===== config.mk =====
export PLATFORM = sky130hd
export DESIGN_NAME = asd_datapath
export DESIGN_NICKNAME = d
export VERILOG_FILES = /design/src/verilog/asd_pkg.sv /design/src/verilog/asd_adder.sv /design/src/verilog/asd_datapath.sv
export VERILOG_INCLUDE_DIRS = /design/src /design/src/verilog
export SDC_FILE = /design/constraint.sdc
export NUM_CORES = 1
export LEC_CHECK = 0
export BUFFER_PORTS_ARGS = -buffer_cell sky130_fd_sc_hd__buf_2
export CAP_MARGIN = 5
export CORE_ASPECT_RATIO = 0.8
export CORE_MARGIN = 4
export CORE_UTILIZATION = 35
export CTS_BUF_LIST = sky130_fd_sc_hd__clkbuf_2
export CTS_CLUSTER_SIZE = 16
export DETAILED_ROUTE_END_ITERATION = 16
export PLACE_DENSITY = 0.52
export SYNTH_ARGS = -nofsm -noshare
export SYNTH_HDL_FRONTEND = slang
export SYNTH_HIERARCHICAL = 1
export SYNTH_SLANG_ARGS = --single-unit
export TNS_END_PERCENT = 30

===== constraint.sdc =====
create_clock -name core_clk -period 5.96 [get_ports core_clk]
set_clock_uncertainty 0.1 [all_clocks]
set_input_delay 0.894 -clock core_clk [delete_from_list [all_inputs] [get_ports core_clk]]
set_output_delay 0.894 -clock core_clk [all_outputs]
set_load 0.005 [all_outputs]

===== src/verilog/asd_cfg.svh =====
// Constants for the add-and-shift datapath: opcode fields, flag positions, reset values
`ifndef ASD_CFG_SVH
`define ASD_CFG_SVH
`define ASD_OP_PTR_ADD 14'h3100
`define ASD_OP_PTR_MASK 14'h3f80
`define ASD_OP_ANDL 14'h3900
`define ASD_OP_ADDL 14'h3e00
`define ASD_OP_LIT_MASK 14'h3f00
`define ASD_OP_ANDF 14'h0500
`define ASD_OP_ADDF 14'h0700
`define ASD_OP_ARITH_SHIFT_RIGHT_FILE 14'h3700
`define ASD_OP_ADDC 14'h3d00
`define ASD_OP_FILE_MASK 14'h3f00
`define ASD_ACC_RESET 8'h00
`define ASD_PTR_RESET 16'h0000
`define ASD_FLAG_C 0
`define ASD_FLAG_DC 1
`define ASD_FLAG_Z 2
`define ASD_IND0_ADDR 7'h00
`define ASD_IND1_ADDR 7'h01
`define ASD_EXTRA_CYCLES 1
`endif


===== src/verilog/asd_pkg.sv =====
// Types shared by the add-and-shift datapath
package asd_pkg;
   typedef enum logic [2:0] {
      ASD_NONE, ASD_PTR_ADD, ASD_ANDL, ASD_ADDL, ASD_ANDF, ASD_ADDF, ASD_ARITH_SHIFT_RIGHT_FILE, ASD_ADDC
   } asd_op_e;
   typedef enum {ASD_IDLE, ASD_STALL} asd_state_e;
endpackage


===== src/verilog/asd_adder.sv =====
// Eight-bit adder giving sum, carry out of bit 7 and carry out of bit 3
`timescale 1ns/1ps
`default_nettype none
module asd_adder (
   input wire logic [7:0] a,  // First operand
   input wire logic [7:0] b,  // Second operand
   input wire logic cin,      // Carry in
   output logic [7:0] sum,    // Eight-bit sum
   output logic cout,         // Carry out of bit 7
   output logic dcout         // Carry out of bit 3
);
   logic [4:0] lowSum;
   logic [4:0] highSum;
   // Split at the nibble so digit carry falls out directly
   assign lowSum = {1'b0, a[3:0]} + {1'b0, b[3:0]} + {4'h0, cin};
   assign highSum = {1'b0, a[7:4]} + {1'b0, b[7:4]} + {4'h0, lowSum[4]};
   assign sum = {highSum[3:0], lowSum[3:0]};
   assign cout = highSum[4];  // RQ13
   assign dcout = lowSum[4];  // RQ12
endmodule
`default_nettype wire


===== src/verilog/asd_datapath.sv =====
// Execution datapath for the add, AND, pointer-add and shift instruction group
`timescale 1ns/1ps
`default_nettype none
`include "asd_cfg.svh"

// Functional notes
// RQ1 - Pointer add: signed 6-bit literal, flags unchanged
// RQ2 - Pointer wraps modulo 65536
// RQ3 - AND literal into accumulator, zero only
// RQ4 - Add literal into accumulator, C DC Z
// RQ5 - AND accumulator with file, zero only
// RQ6 - Destination bit: 0 accumulator, 1 file
// RQ7 - Add accumulator and file, C DC Z
// RQ8 - Shift right, old bit 0 to carry
// RQ9 - Shift keeps bit 7, writes destination
// RQ10 - Add with carry, C DC Z
// RQ11 - Indirect access with pointer MSb: extra cycle
// RQ12 - Zero when result zero; digit carry bit 3
// RQ13 - Carry is carry out of bit 7
module asd_datapath
   import asd_pkg::*;
#(
   parameter int DATA_W = 8,  // Data width
   parameter int PTR_W = 16   // Indirect pointer width
) (
   input wire logic core_clk,          // Core instruction clock
   input wire logic rst,               // Synchronous reset, active high
   input wire logic instrValid,        // Instruction word present this cycle
   input wire logic [13:0] instrWord,  // Fourteen-bit instruction
   input wire logic [7:0] fileRdData,  // Addressed data register contents
   output logic [6:0] fileAddr,        // Data register address
   output logic [7:0] fileWrData,      // Result written back to file
   output logic fileWrEn,              // File write strobe
   output logic [7:0] accOut,          // Accumulator
   output logic carryOut,              // Carry flag
   output logic digitCarryOut,         // Digit carry flag
   output logic zeroOut,               // Zero flag
   output logic [15:0] pointer0Out,    // Indirect pointer 0
   output logic [15:0] pointer1Out,    // Indirect pointer 1
   output logic busy                   // Extra stall cycle in progress
);
   // Extra cycles spent on an indirect access through a high pointer
   localparam int STALL_CYCLES = `ASD_EXTRA_CYCLES;

   // Widths are fixed by the instruction encoding
   if (DATA_W != 8 || PTR_W != 16) begin : g_bad_width
      $error("asd_datapath supports only 8-bit data and 16-bit pointers");
   end

   // Stall counter is two bits wide, so at most four extra cycles
   if (STALL_CYCLES < 1 || STALL_CYCLES > 4) begin : g_bad_stall
      $error("asd_datapath supports one to four extra stall cycles");
   end

   // Zero detect, shared by every flag update
   function automatic logic isZero(input logic [7:0] v);
      isZero = (v == 8'h00);  // RQ12
   endfunction

   // Opcode match against a mask; every decode line uses it
   function automatic logic opMatch(input logic [13:0] w, input logic [13:0] mask,
                                    input logic [13:0] code);
      opMatch = ((w & mask) == code);
   endfunction

   // Byte-oriented file operations: these read data memory and may stall
   function automatic logic isFileOp(input asd_op_e o);
      isFileOp = (o == ASD_ANDF) || (o == ASD_ADDF) || (o == ASD_ARITH_SHIFT_RIGHT_FILE) || (o == ASD_ADDC);
   endfunction

   // Literal ops always land in the accumulator; file ops follow the d bit
   function automatic logic writesAcc(input asd_op_e o, input logic toFile);
      writesAcc = (o == ASD_ANDL) || (o == ASD_ADDL) || (isFileOp(o) && !toFile);
   endfunction

   // The two indirect access ports sit at the bottom of the file space
   function automatic logic isIndirectPort(input logic [6:0] a);
      isIndirectPort = (a == `ASD_IND0_ADDR) || (a == `ASD_IND1_ADDR);
   endfunction

   // Pointer chosen by a one-bit select; pointer add and stall check share it
   function automatic logic [15:0] pickPointer(input logic sel, input logic [15:0] p0,
                                               input logic [15:0] p1);
      pickPointer = sel ? p1 : p0;
   endfunction

   // Flags each operation owns; the flag register keeps the rest
   function automatic logic [2:0] flagMask(input asd_op_e o);
      logic [2:0] m;
      m = 3'h0;
      unique case (o)
         ASD_ANDL, ASD_ANDF: begin
            m[`ASD_FLAG_Z] = 1'b1;  // RQ3 RQ5
         end
         ASD_ADDL, ASD_ADDF, ASD_ADDC: begin
            m = 3'h7;  // RQ4 RQ7 RQ10
         end
         ASD_ARITH_SHIFT_RIGHT_FILE: begin
            m[`ASD_FLAG_C] = 1'b1;  // RQ8
            m[`ASD_FLAG_Z] = 1'b1;
         end
         ASD_PTR_ADD, ASD_NONE: begin
            m = 3'h0;  // RQ1
         end
      endcase
      flagMask = m;
   endfunction

   // Architectural state and registered outputs
   logic [7:0] acc_reg;
   logic [2:0] flags_reg;
   logic [15:0] ptr0_reg;
   logic [15:0] ptr1_reg;
   logic [6:0] addr_reg;
   logic [7:0] wrData_reg;
   logic wrEn_reg;
   logic busy_reg;
   logic [1:0] stallCnt_reg;
   asd_state_e state_reg;
   asd_state_e state_next;

   // Decode and datapath nets
   asd_op_e op;
   logic destFile;
   logic [7:0] lit;
   logic [6:0] faddr;
   logic [15:0] ptrSel;
   logic [15:0] ptrSum;
   logic [7:0] addA;
   logic [7:0] addB;
   logic addCin;
   logic [7:0] addSum;
   logic addCout;
   logic addDc;
   logic [7:0] result;
   logic [2:0] flags_next;
   logic needStall;
   logic [15:0] stallPtr;
   logic execute;

   // Word layout used below, major opcode in bits 13:8:
   //   literal forms carry an 8-bit literal in bits 7:0
   //   file forms carry the d bit in bit 7 and the register in bits 6:0
   //   pointer add carries the pointer select in bit 6, a signed step in 5:0
   // Opcode decode; pointer add first, as its mask is the narrower one
   always_comb begin
      op = ASD_NONE;
      if (opMatch(instrWord, `ASD_OP_PTR_MASK, `ASD_OP_PTR_ADD)) begin
         op = ASD_PTR_ADD;
      end else if (opMatch(instrWord, `ASD_OP_LIT_MASK, `ASD_OP_ANDL)) begin
         op = ASD_ANDL;
      end else if (opMatch(instrWord, `ASD_OP_LIT_MASK, `ASD_OP_ADDL)) begin
         op = ASD_ADDL;
      end else if (opMatch(instrWord, `ASD_OP_FILE_MASK, `ASD_OP_ANDF)) begin
         op = ASD_ANDF;
      end else if (opMatch(instrWord, `ASD_OP_FILE_MASK, `ASD_OP_ADDF)) begin
         op = ASD_ADDF;
      end else if (opMatch(instrWord, `ASD_OP_FILE_MASK, `ASD_OP_ARITH_SHIFT_RIGHT_FILE)) begin
         op = ASD_ARITH_SHIFT_RIGHT_FILE;
      end else if (opMatch(instrWord, `ASD_OP_FILE_MASK, `ASD_OP_ADDC)) begin
         op = ASD_ADDC;
      end
   end

   assign destFile = instrWord[7];  // RQ6
   assign lit = instrWord[7:0];
   assign faddr = instrWord[6:0];

   // Sign-extend the 6-bit literal; 16-bit sum drops overflow so it wraps
   assign ptrSel = pickPointer(instrWord[6], ptr0_reg, ptr1_reg);
   assign ptrSum = ptrSel + {{10{instrWord[5]}}, instrWord[5:0]};  // RQ1 RQ2

   // Adder operands: literal or file, carry only for add-with-carry
   always_comb begin
      addA = acc_reg;
      addB = (op == ASD_ADDL) ? lit : fileRdData;  // RQ4 RQ7
      addCin = (op == ASD_ADDC) ? flags_reg[`ASD_FLAG_C] : 1'b0;  // RQ10
   end

   asd_adder u_adder (
      .a(addA),
      .b(addB),
      .cin(addCin),
      .sum(addSum),
      .cout(addCout),
      .dcout(addDc)
   );

   // Result and flag selection per instruction
   always_comb begin
      result = acc_reg;
      flags_next = flags_reg;
      unique case (op)
         ASD_ANDL: begin
            result = acc_reg & lit;  // RQ3
            flags_next[`ASD_FLAG_Z] = isZero(result);
         end
         ASD_ANDF: begin
            result = acc_reg & fileRdData;  // RQ5
            flags_next[`ASD_FLAG_Z] = isZero(result);
         end
         ASD_ADDL, ASD_ADDF, ASD_ADDC: begin
            result = addSum;  // RQ4 RQ7 RQ10
            flags_next[`ASD_FLAG_C] = addCout;  // RQ13
            flags_next[`ASD_FLAG_DC] = addDc;  // RQ12
            flags_next[`ASD_FLAG_Z] = isZero(result);
         end
         ASD_ARITH_SHIFT_RIGHT_FILE: begin
            result = {fileRdData[7], fileRdData[7:1]};  // RQ9
            flags_next[`ASD_FLAG_C] = fileRdData[0];  // RQ8
            flags_next[`ASD_FLAG_Z] = isZero(result);
         end
         ASD_PTR_ADD, ASD_NONE: begin
            result = acc_reg;  // RQ1
         end
      endcase
   end

   // Indirect port with pointer MSb set costs extra cycles
   always_comb begin
      needStall = 1'b0;
      stallPtr = ptr0_reg;
      if (isFileOp(op) && isIndirectPort(faddr)) begin
         stallPtr = pickPointer(faddr == `ASD_IND1_ADDR, ptr0_reg, ptr1_reg);
         needStall = stallPtr[15];  // RQ11
      end
   end

   // Execute in the stall cycle, so the instruction must be held meanwhile
   always_comb begin
      state_next = state_reg;
      execute = 1'b0;
      unique case (state_reg)
         ASD_IDLE: begin
            if (instrValid && needStall) begin
               state_next = ASD_STALL;  // RQ11
            end else begin
               execute = instrValid;
            end
         end
         ASD_STALL: begin
            if (stallCnt_reg == 2'h0) begin
               state_next = ASD_IDLE;
               execute = 1'b1;  // RQ11
            end
         end
      endcase
   end

   // Stall sequencer
   always_ff @(posedge core_clk) begin
      if (rst) begin
         state_reg <= ASD_IDLE;
         busy_reg <= 1'b0;
      end else begin
         state_reg <= state_next;
         busy_reg <= (state_next == ASD_STALL);
      end
   end

   // Stall length; loaded on entry, the word executes once it reaches zero
   always_ff @(posedge core_clk) begin
      if (rst) begin
         stallCnt_reg <= 2'h0;
      end else if (state_reg == ASD_IDLE && state_next == ASD_STALL) begin
         stallCnt_reg <= 2'(STALL_CYCLES - 1);  // RQ11
      end else if (stallCnt_reg != 2'h0) begin
         stallCnt_reg <= stallCnt_reg - 2'h1;
      end
   end

   // Accumulator; pointer add and unknown words leave it alone
   always_ff @(posedge core_clk) begin
      if (rst) begin
         acc_reg <= `ASD_ACC_RESET;
      end else if (execute && writesAcc(op, destFile)) begin
         acc_reg <= result;  // RQ6
      end
   end

   // Flags; the mask guards flags an instruction does not own
   always_ff @(posedge core_clk) begin
      if (rst) begin
         flags_reg <= 3'h0;
      end else if (execute) begin
         flags_reg <= (flags_next & flagMask(op)) | (flags_reg & ~flagMask(op));
      end
   end

   // Indirect pointers
   always_ff @(posedge core_clk) begin
      if (rst) begin
         ptr0_reg <= `ASD_PTR_RESET;
         ptr1_reg <= `ASD_PTR_RESET;
      end else if (execute && op == ASD_PTR_ADD) begin
         if (instrWord[6]) begin
            ptr1_reg <= ptrSum;  // RQ2
         end else begin
            ptr0_reg <= ptrSum;  // RQ2
         end
      end
   end

   // Write-back address, registered so the port comes from a flop
   always_ff @(posedge core_clk) begin
      if (rst) begin
         addr_reg <= 7'h00;
      end else begin
         addr_reg <= faddr;
      end
   end

   // Write-back data; follows the result every cycle, qualified by the strobe
   always_ff @(posedge core_clk) begin
      if (rst) begin
         wrData_reg <= 8'h00;
      end else begin
         wrData_reg <= result;
      end
   end

   // Write strobe: one cycle, only for file ops whose d bit is set
   always_ff @(posedge core_clk) begin
      if (rst) begin
         wrEn_reg <= 1'b0;
      end else begin
         wrEn_reg <= execute && destFile && isFileOp(op);  // RQ6
      end
   end

   assign fileAddr = addr_reg;
   assign fileWrData = wrData_reg;
   assign fileWrEn = wrEn_reg;
   assign accOut = acc_reg;
   assign carryOut = flags_reg[`ASD_FLAG_C];
   assign digitCarryOut = flags_reg[`ASD_FLAG_DC];
   assign zeroOut = flags_reg[`ASD_FLAG_Z];
   assign pointer0Out = ptr0_reg;
   assign pointer1Out = ptr1_reg;
   assign busy = busy_reg;
endmodule
`default_nettype wire


==> reports/metrics.yaml, run 1 <==
fillCellCount: 1436
track_usage_pct: 16.7
route.detailed.drc: 0
tritoncts: "built"
setup.worst_path.end: "accOut[5]"
start_kind: "primary input"
yosysUniqueCellTypes: 68
max_freq_ghz: 0.234
numClockSinks: 94
die_x_um: 142
cts_buffer_depth: 2
synth_nets: 594
min_path_cells: 1
syn_inst: 542
layout_setup_ws_ns: 1.69
gp_congestion: 0.902
drv_slew: 0
required_ns: 6.35
vdd_ir_drop_max_v: 0.000111
ios: 85
grt_pass1_wl_um: 21800
diodes: 0
drtIter0Drc: 304
synthArstFlopShare_pct: 0
syn_area_per_cell_um2: 9.26
synth_ff_type: "dfxtp_1"
dieArea_um2: 16300
nets: 671
regToRegSetupSlack_ns: 2.52
num_rows: 38
synth_warnings: 6
layout-drive-gt1-share_pct: 22.9
synth_area_um2: 5020
yosys.area.top_type_share_pct: 37.5
initial_core_util_pct: 36.4
synth_seq_cells: 94
ff2ff_path_depth: 8
post_cts_resized: 0
yosys-top-cells-area: "dfxtp_1 (37%), ha_1 (5.5%), mux2i_1 (5.4%), mux2_2 (4.9%), and2_1 (3.7%)"
vias_per_cell: 5.21
fin_tns_setup_ns: 0
cts_setup_buffers: 0
status: "completed"
cp_max_fo: 8
drt_pass1_iterations: 6
startpoint: "instrWord[12]"
drv_cap: 0
end_kind: "flop"
cts_buffers: 9
area_delta_synth_final_pct: 13.2
finalCriticalPeriod_ns: 4.27
core-area_um2: 13800
synth_edf_count: 0
r2r_start: "state_reg[3]"
powerDensity_nw_per_um2: 192
finalCritPeriodShare_pct: 71.6
dp_slack_ns: 1.04
routed_wl_um: 13300
grt_pass1_vias: 4187
grt_start_max_net_pins: 57
rsz0062_at_grt: "false"
hold_path.class: "reg -> reg"
crit_arrival_ns: 4.66
finalHoldViolCount: 0
dp.final_hpwl_um: 9750
clkTransAtPathRegs_ns: 0.31
r2r-end: "pointer0Out[13]"
gr-total-overflow: 0
crit_type: "in -> reg"
num_vias: 4187
setup_viol: 0
ctsHtreeMaxLevel: 3
ys_seq_area_share_pct: 37.5
worst_pin_slew_ns: 1.20
io_buffers: 84
p_leak_uw: 0.00256
antenna_found_initial: 0
insertion_delay_ns: 0.63
largest_reg_flops: 32
synth_top_area_cell: "dfxtp_1"
wire_per_inst_um: 16.6
postCtsHoldBufs: 0
die_h_um: 115
cts_root_buf: "clkbuf_2"
final_antenna_net_count: 0
slew_headroom_pct: 19.6
[through the flow]
step	hold WS (ns)	utilization (%)	cells	power (µW)	instance area [µm²]
after floorplan	0.330	-	542	734	5020
final	0.392	41.2	804	1090	5680
after global placement	0.342	40.3	788	774	5560
after detailed placement	0.345	40.3	788	777	5560
after CTS	0.371	41.2	804	1110	5680
after global routing	0.357	41.2	804	1160	5680
[synth_stat cells, types with 14 or more instances]
master and instances:
nand2_1 35, o21ai_0 14, nor2_1 40, inv_1 25
mux2_2 22, ha_1 22, nand3_1 16, and2_1 30
clkbuf_1 15, mux2i_1 27, dfxtp_1 94, a21oi_1 25
[area by class of cell]
cell class	count	area, µm²	share of cell area, %
well taps	180	225	3.96
clock buffers	9	45.0	0.793
inverters	26	97.6	1.72
repair buffers	90	465	8.19
clock inverters	7	73.8	1.30
flip-flops and latches	94	1880	33.1
multi-input cells	398	2890	50.9
[logic make-up (layout without fill, tap and decap cells)]
kind of cell,after synthesis,in the layout,synth area share [%]
flip-flops,94,94,37.5
AO/OA/AOI/OAI,100,100,14.3
XOR/XNOR,18,18,3.14
buffers and inverters,50,132,4.89
multiplexers,50,50,10.5
AND/OR/NAND/NOR,203,203,22.1
adder cells (fa/ha/maj),27,27,7.48
[critical path, cell delays in order]
cell and delay (ns):
buf_2 0.15, nand2_1 0.09, nor4b_1 0.62, nand2b_1 0.19, a21o_1 0.15, and3_1 0.16, inv_1 0.05, fa_1 0.39
inv_1 0.08, fa_1 0.20, a21o_2 0.12, a21o_1 0.14, fa_1 0.20, inv_1 0.06, fa_1 0.48, inv_1 0.05
a221oi_1 0.34, o21bai_1 0.13, nand3b_1 0.13, a21oi_1 0.06
[worst min-delay path by stage]
stage,start,to
after floorplan,state_reg[15],state_reg[15]
after global placement,state_reg[15],state_reg[15]
after detailed placement,state_reg[16],state_reg[16]
after CTS,instrWord[7],fileWrEn
after global routing,instrWord[7],fileWrEn
final,state_reg[16],state_reg[16]
[routing by layer]
metal / wire [µm] / vias to the layer above / global-route usage [%]
li1: - / 2108 / -
met1: 6580 / 1958 / 23.6
met2: 5650 / 112 / 25.5
met3: 1010 / 9 / 4.99
met4: 83 / 0 / 3.71
met5: 0 / - / 0
[report_power, final]
group | leakage [µW] | switching (µW) | total, µW | internal [µW]
Combinational | 0.00173 | 77.7 | 122 | 44.6
Clock | 0.0000737 | 253 | 323 | 70.5
Sequential | 0.000759 | 4.21 | 644 | 640
[cells in the final DEF (no fill, tap or decap), drive strengths merged, types with 13 or more instances in the layout]
| cell | synthesis | final |
|---|---|---|
| nor4 | 13 | 13 |
| inv | 25 | 29 |
| dfxtp | 94 | 94 |
| buf | 9 | 90 |
| nand3 | 16 | 16 |
| mux2 | 23 | 23 |
| nor3 | 13 | 13 |
| nand2 | 36 | 36 |
| o21ai | 15 | 15 |
| nor2 | 42 | 42 |
| mux2i | 27 | 27 |
| a21oi | 26 | 26 |
| ha | 22 | 22 |
| and2 | 31 | 31 |
Note: power is estimated with default switching activity, not from simulation.
==> run 2: changes to the inputs <==
==> constraint.sdc (replaced) <==
create_clock -name core_clk -period 4 [get_ports core_clk]
set_clock_uncertainty 0.1 [all_clocks]
set_input_delay 0.6 -clock core_clk [delete_from_list [all_inputs] [get_ports core_clk]]
set_output_delay 0.6 -clock core_clk [all_outputs]
set_load 0.005 [all_outputs]
==> run 2 against run 1 <==
Compared with the run above:
- count of clock-buffer cells in the layout stayed put
- non-clock buffer count is 22 higher
- critical path type unchanged
- via count is 4.2% higher
- critical path depth is 1 lower
- cell count is 2.7% higher
- sequential power is 49% higher
==> reports/metrics.yaml, run 2 (synthesis gave the netlist of run 1 again) <==
drv_slew: 0
rsz0062_at_grt: "false"
critPathBufInv: 4
dr_wl_met2_um: 6220
powerDensity_nw_per_um2: 282
tritoncts: "built"
design_area_um2: 5890
cts_root_buf: "clkbuf_2"
final_antenna_net_count: 0
layout-drive-gt1-share_pct: 26.6
max_stage_delay_ns: 0.41
cp_max_fo: 8
dpl_cell_area_um2: 5760
grt_pass1_vias: 4277
drv_cap: 0
largest_reg_flops: 32
num_rows: 38
grt_start_max_net_pins: 56
required_ns: 4.39
placed_cells: 810
wire_per_inst_um: 16.8
final_cell_mix: "dfxtp_1 (94), buf_2 (84), nor2_1 (40)"
postCtsHoldBufs: 0
drtIter0Drc: 321
hold_path.class: "in -> reg"
routed_wl_um: 13900
status: "completed"
area_delta_synth_final_pct: 17.5
worstHoldStart: "instrValid"
dr_wl_met3_um: 822
post_cts_resized: 0
p_leak_uw: 0.00268
m1WireLength_um: 6610
clkTransAtPathRegs_ns: 0.30
highest_layer: "met4"
slew_headroom_pct: 53.3
final_cells: 826
cts_setup_buffers: 0
die_h_um: 115
dieArea_um2: 16300
track_usage_pct: 17.1
setup_viol: 0
core-area_um2: 13800
numClockSinks: 94
nets: 693
start_kind: "primary input"
finalCriticalPeriod_ns: 3.75
startpoint: "instrWord[12]"
drt_pass1_iterations: 6
worst_pin_slew_ns: 0.698
grt_pass1_wl_um: 22400
route.detailed.drc: 0
cts_buffer_depth: 2
io_buffers: 84
gr-total-overflow: 0
initial_core_util_pct: 36.4
final_core_utilization_pct: 42.7
ios: 85
finalCritPeriodShare_pct: 93.8
crit_path_cell_trace: "buf_2, nor4b_1, o21ai_1, nand2b_1, a21o_1, and3_1, inv_1, fa_2, inv_1, fa_2, a21o_2, a21o_1, fa_2, inv_1, fa_1, xnor2_1, nor4_1, a31oi_1, a311oi_1"
gp_congestion: 0.850
vdd_ir_drop_max_v: 0.000168
cts_buffers: 9
insertion_delay_ns: 0.58
worst_path_max_delay_cell: "nor4b_1"
end_kind: "flop"
crit_arrival_ns: 4.14
max_freq_ghz: 0.267
num_vias: 4364
ctsHtreeMaxLevel: 3
vias_per_cell: 5.28
dp.final_hpwl_um: 10100
die_x_um: 142
antenna_found_initial: 0
crit_type: "in -> reg"
critical_path.top_delay_family: "adder cells"
diodes: 0
r2r_start: "accOut[0]"
fillCellCount: 1399
layout_commonest_cell: "dfxtp_1"
finalHoldViolCount: 0
==> run 2: cell count changes in the layout (fill, tap and decap cells not counted), sizes merged <==
cell,change
clkinv,+1
buf,+22
inv,-1
==> run 2: final cells by class <==
| class | instances | area (µm²) | area share [%] |
|---|---|---|---|
| clock buffers | 9 | 45.0 | 0.764 |
| multi-input cells | 398 | 2930 | 49.6 |
| inverters | 26 | 97.6 | 1.66 |
| flip-flops and latches | 94 | 1880 | 31.9 |
| repair buffers | 112 | 631 | 10.7 |
| clock inverters | 7 | 88.8 | 1.51 |
| well taps | 180 | 225 | 3.82 |
==> run 2: per-layer routing <==
metal	global-route usage (%)	vias up
li1	-	2157
met1	23.8	2046
met2	27.0	137
met3	3.62	24
met4	4.92	0
met5	0	-
==> run 2: power by group <==
part           switching (µW)  leakage, µW  internal (µW)
sequential               5.80     0.000759            954
clock                     387    0.0000788            113
combinational             122      0.00185           78.3
total                     515      0.00268           1140
==> run 2: per-stage QoR <==
step | worst slack (ns) | TNS [ns] | hold slack (ns) | power, µW
floorplan | 0.00214 | 0 | 0.330 | 1100
global placement | -0.148 | -0.543 | 0.342 | 1170
detailed placement | -0.329 | -1.40 | 0.344 | 1170
CTS | 0.273 | 0 | 0.119 | 1690
global route | 0.0717 | 0 | 0.147 | 1750
finish | 0.248 | 0 | 0.184 | 1660
==> run 2: path summary, 6_finish.rpt <==
kind / end / slack [ns] / depth (start not counted)
worst max-delay path: flop / 0.25 / 19
worst min-delay path: state_reg[0] / 0.18 / 3
worst max register to register: flop / 0.66 / 13
worst min register to register: state_reg[29] / 0.39 / 1
==> run 2: tightest hold or removal path: cells and delay by family <==
| kind | cells | cell delay [ns] |
|---|---|---|
| buffers and inverters | 1 | 0.10 |
| AOI/OAI and AO/OA | 1 | 0.08 |
| and+or+nand+nor | 1 | 0.09 |
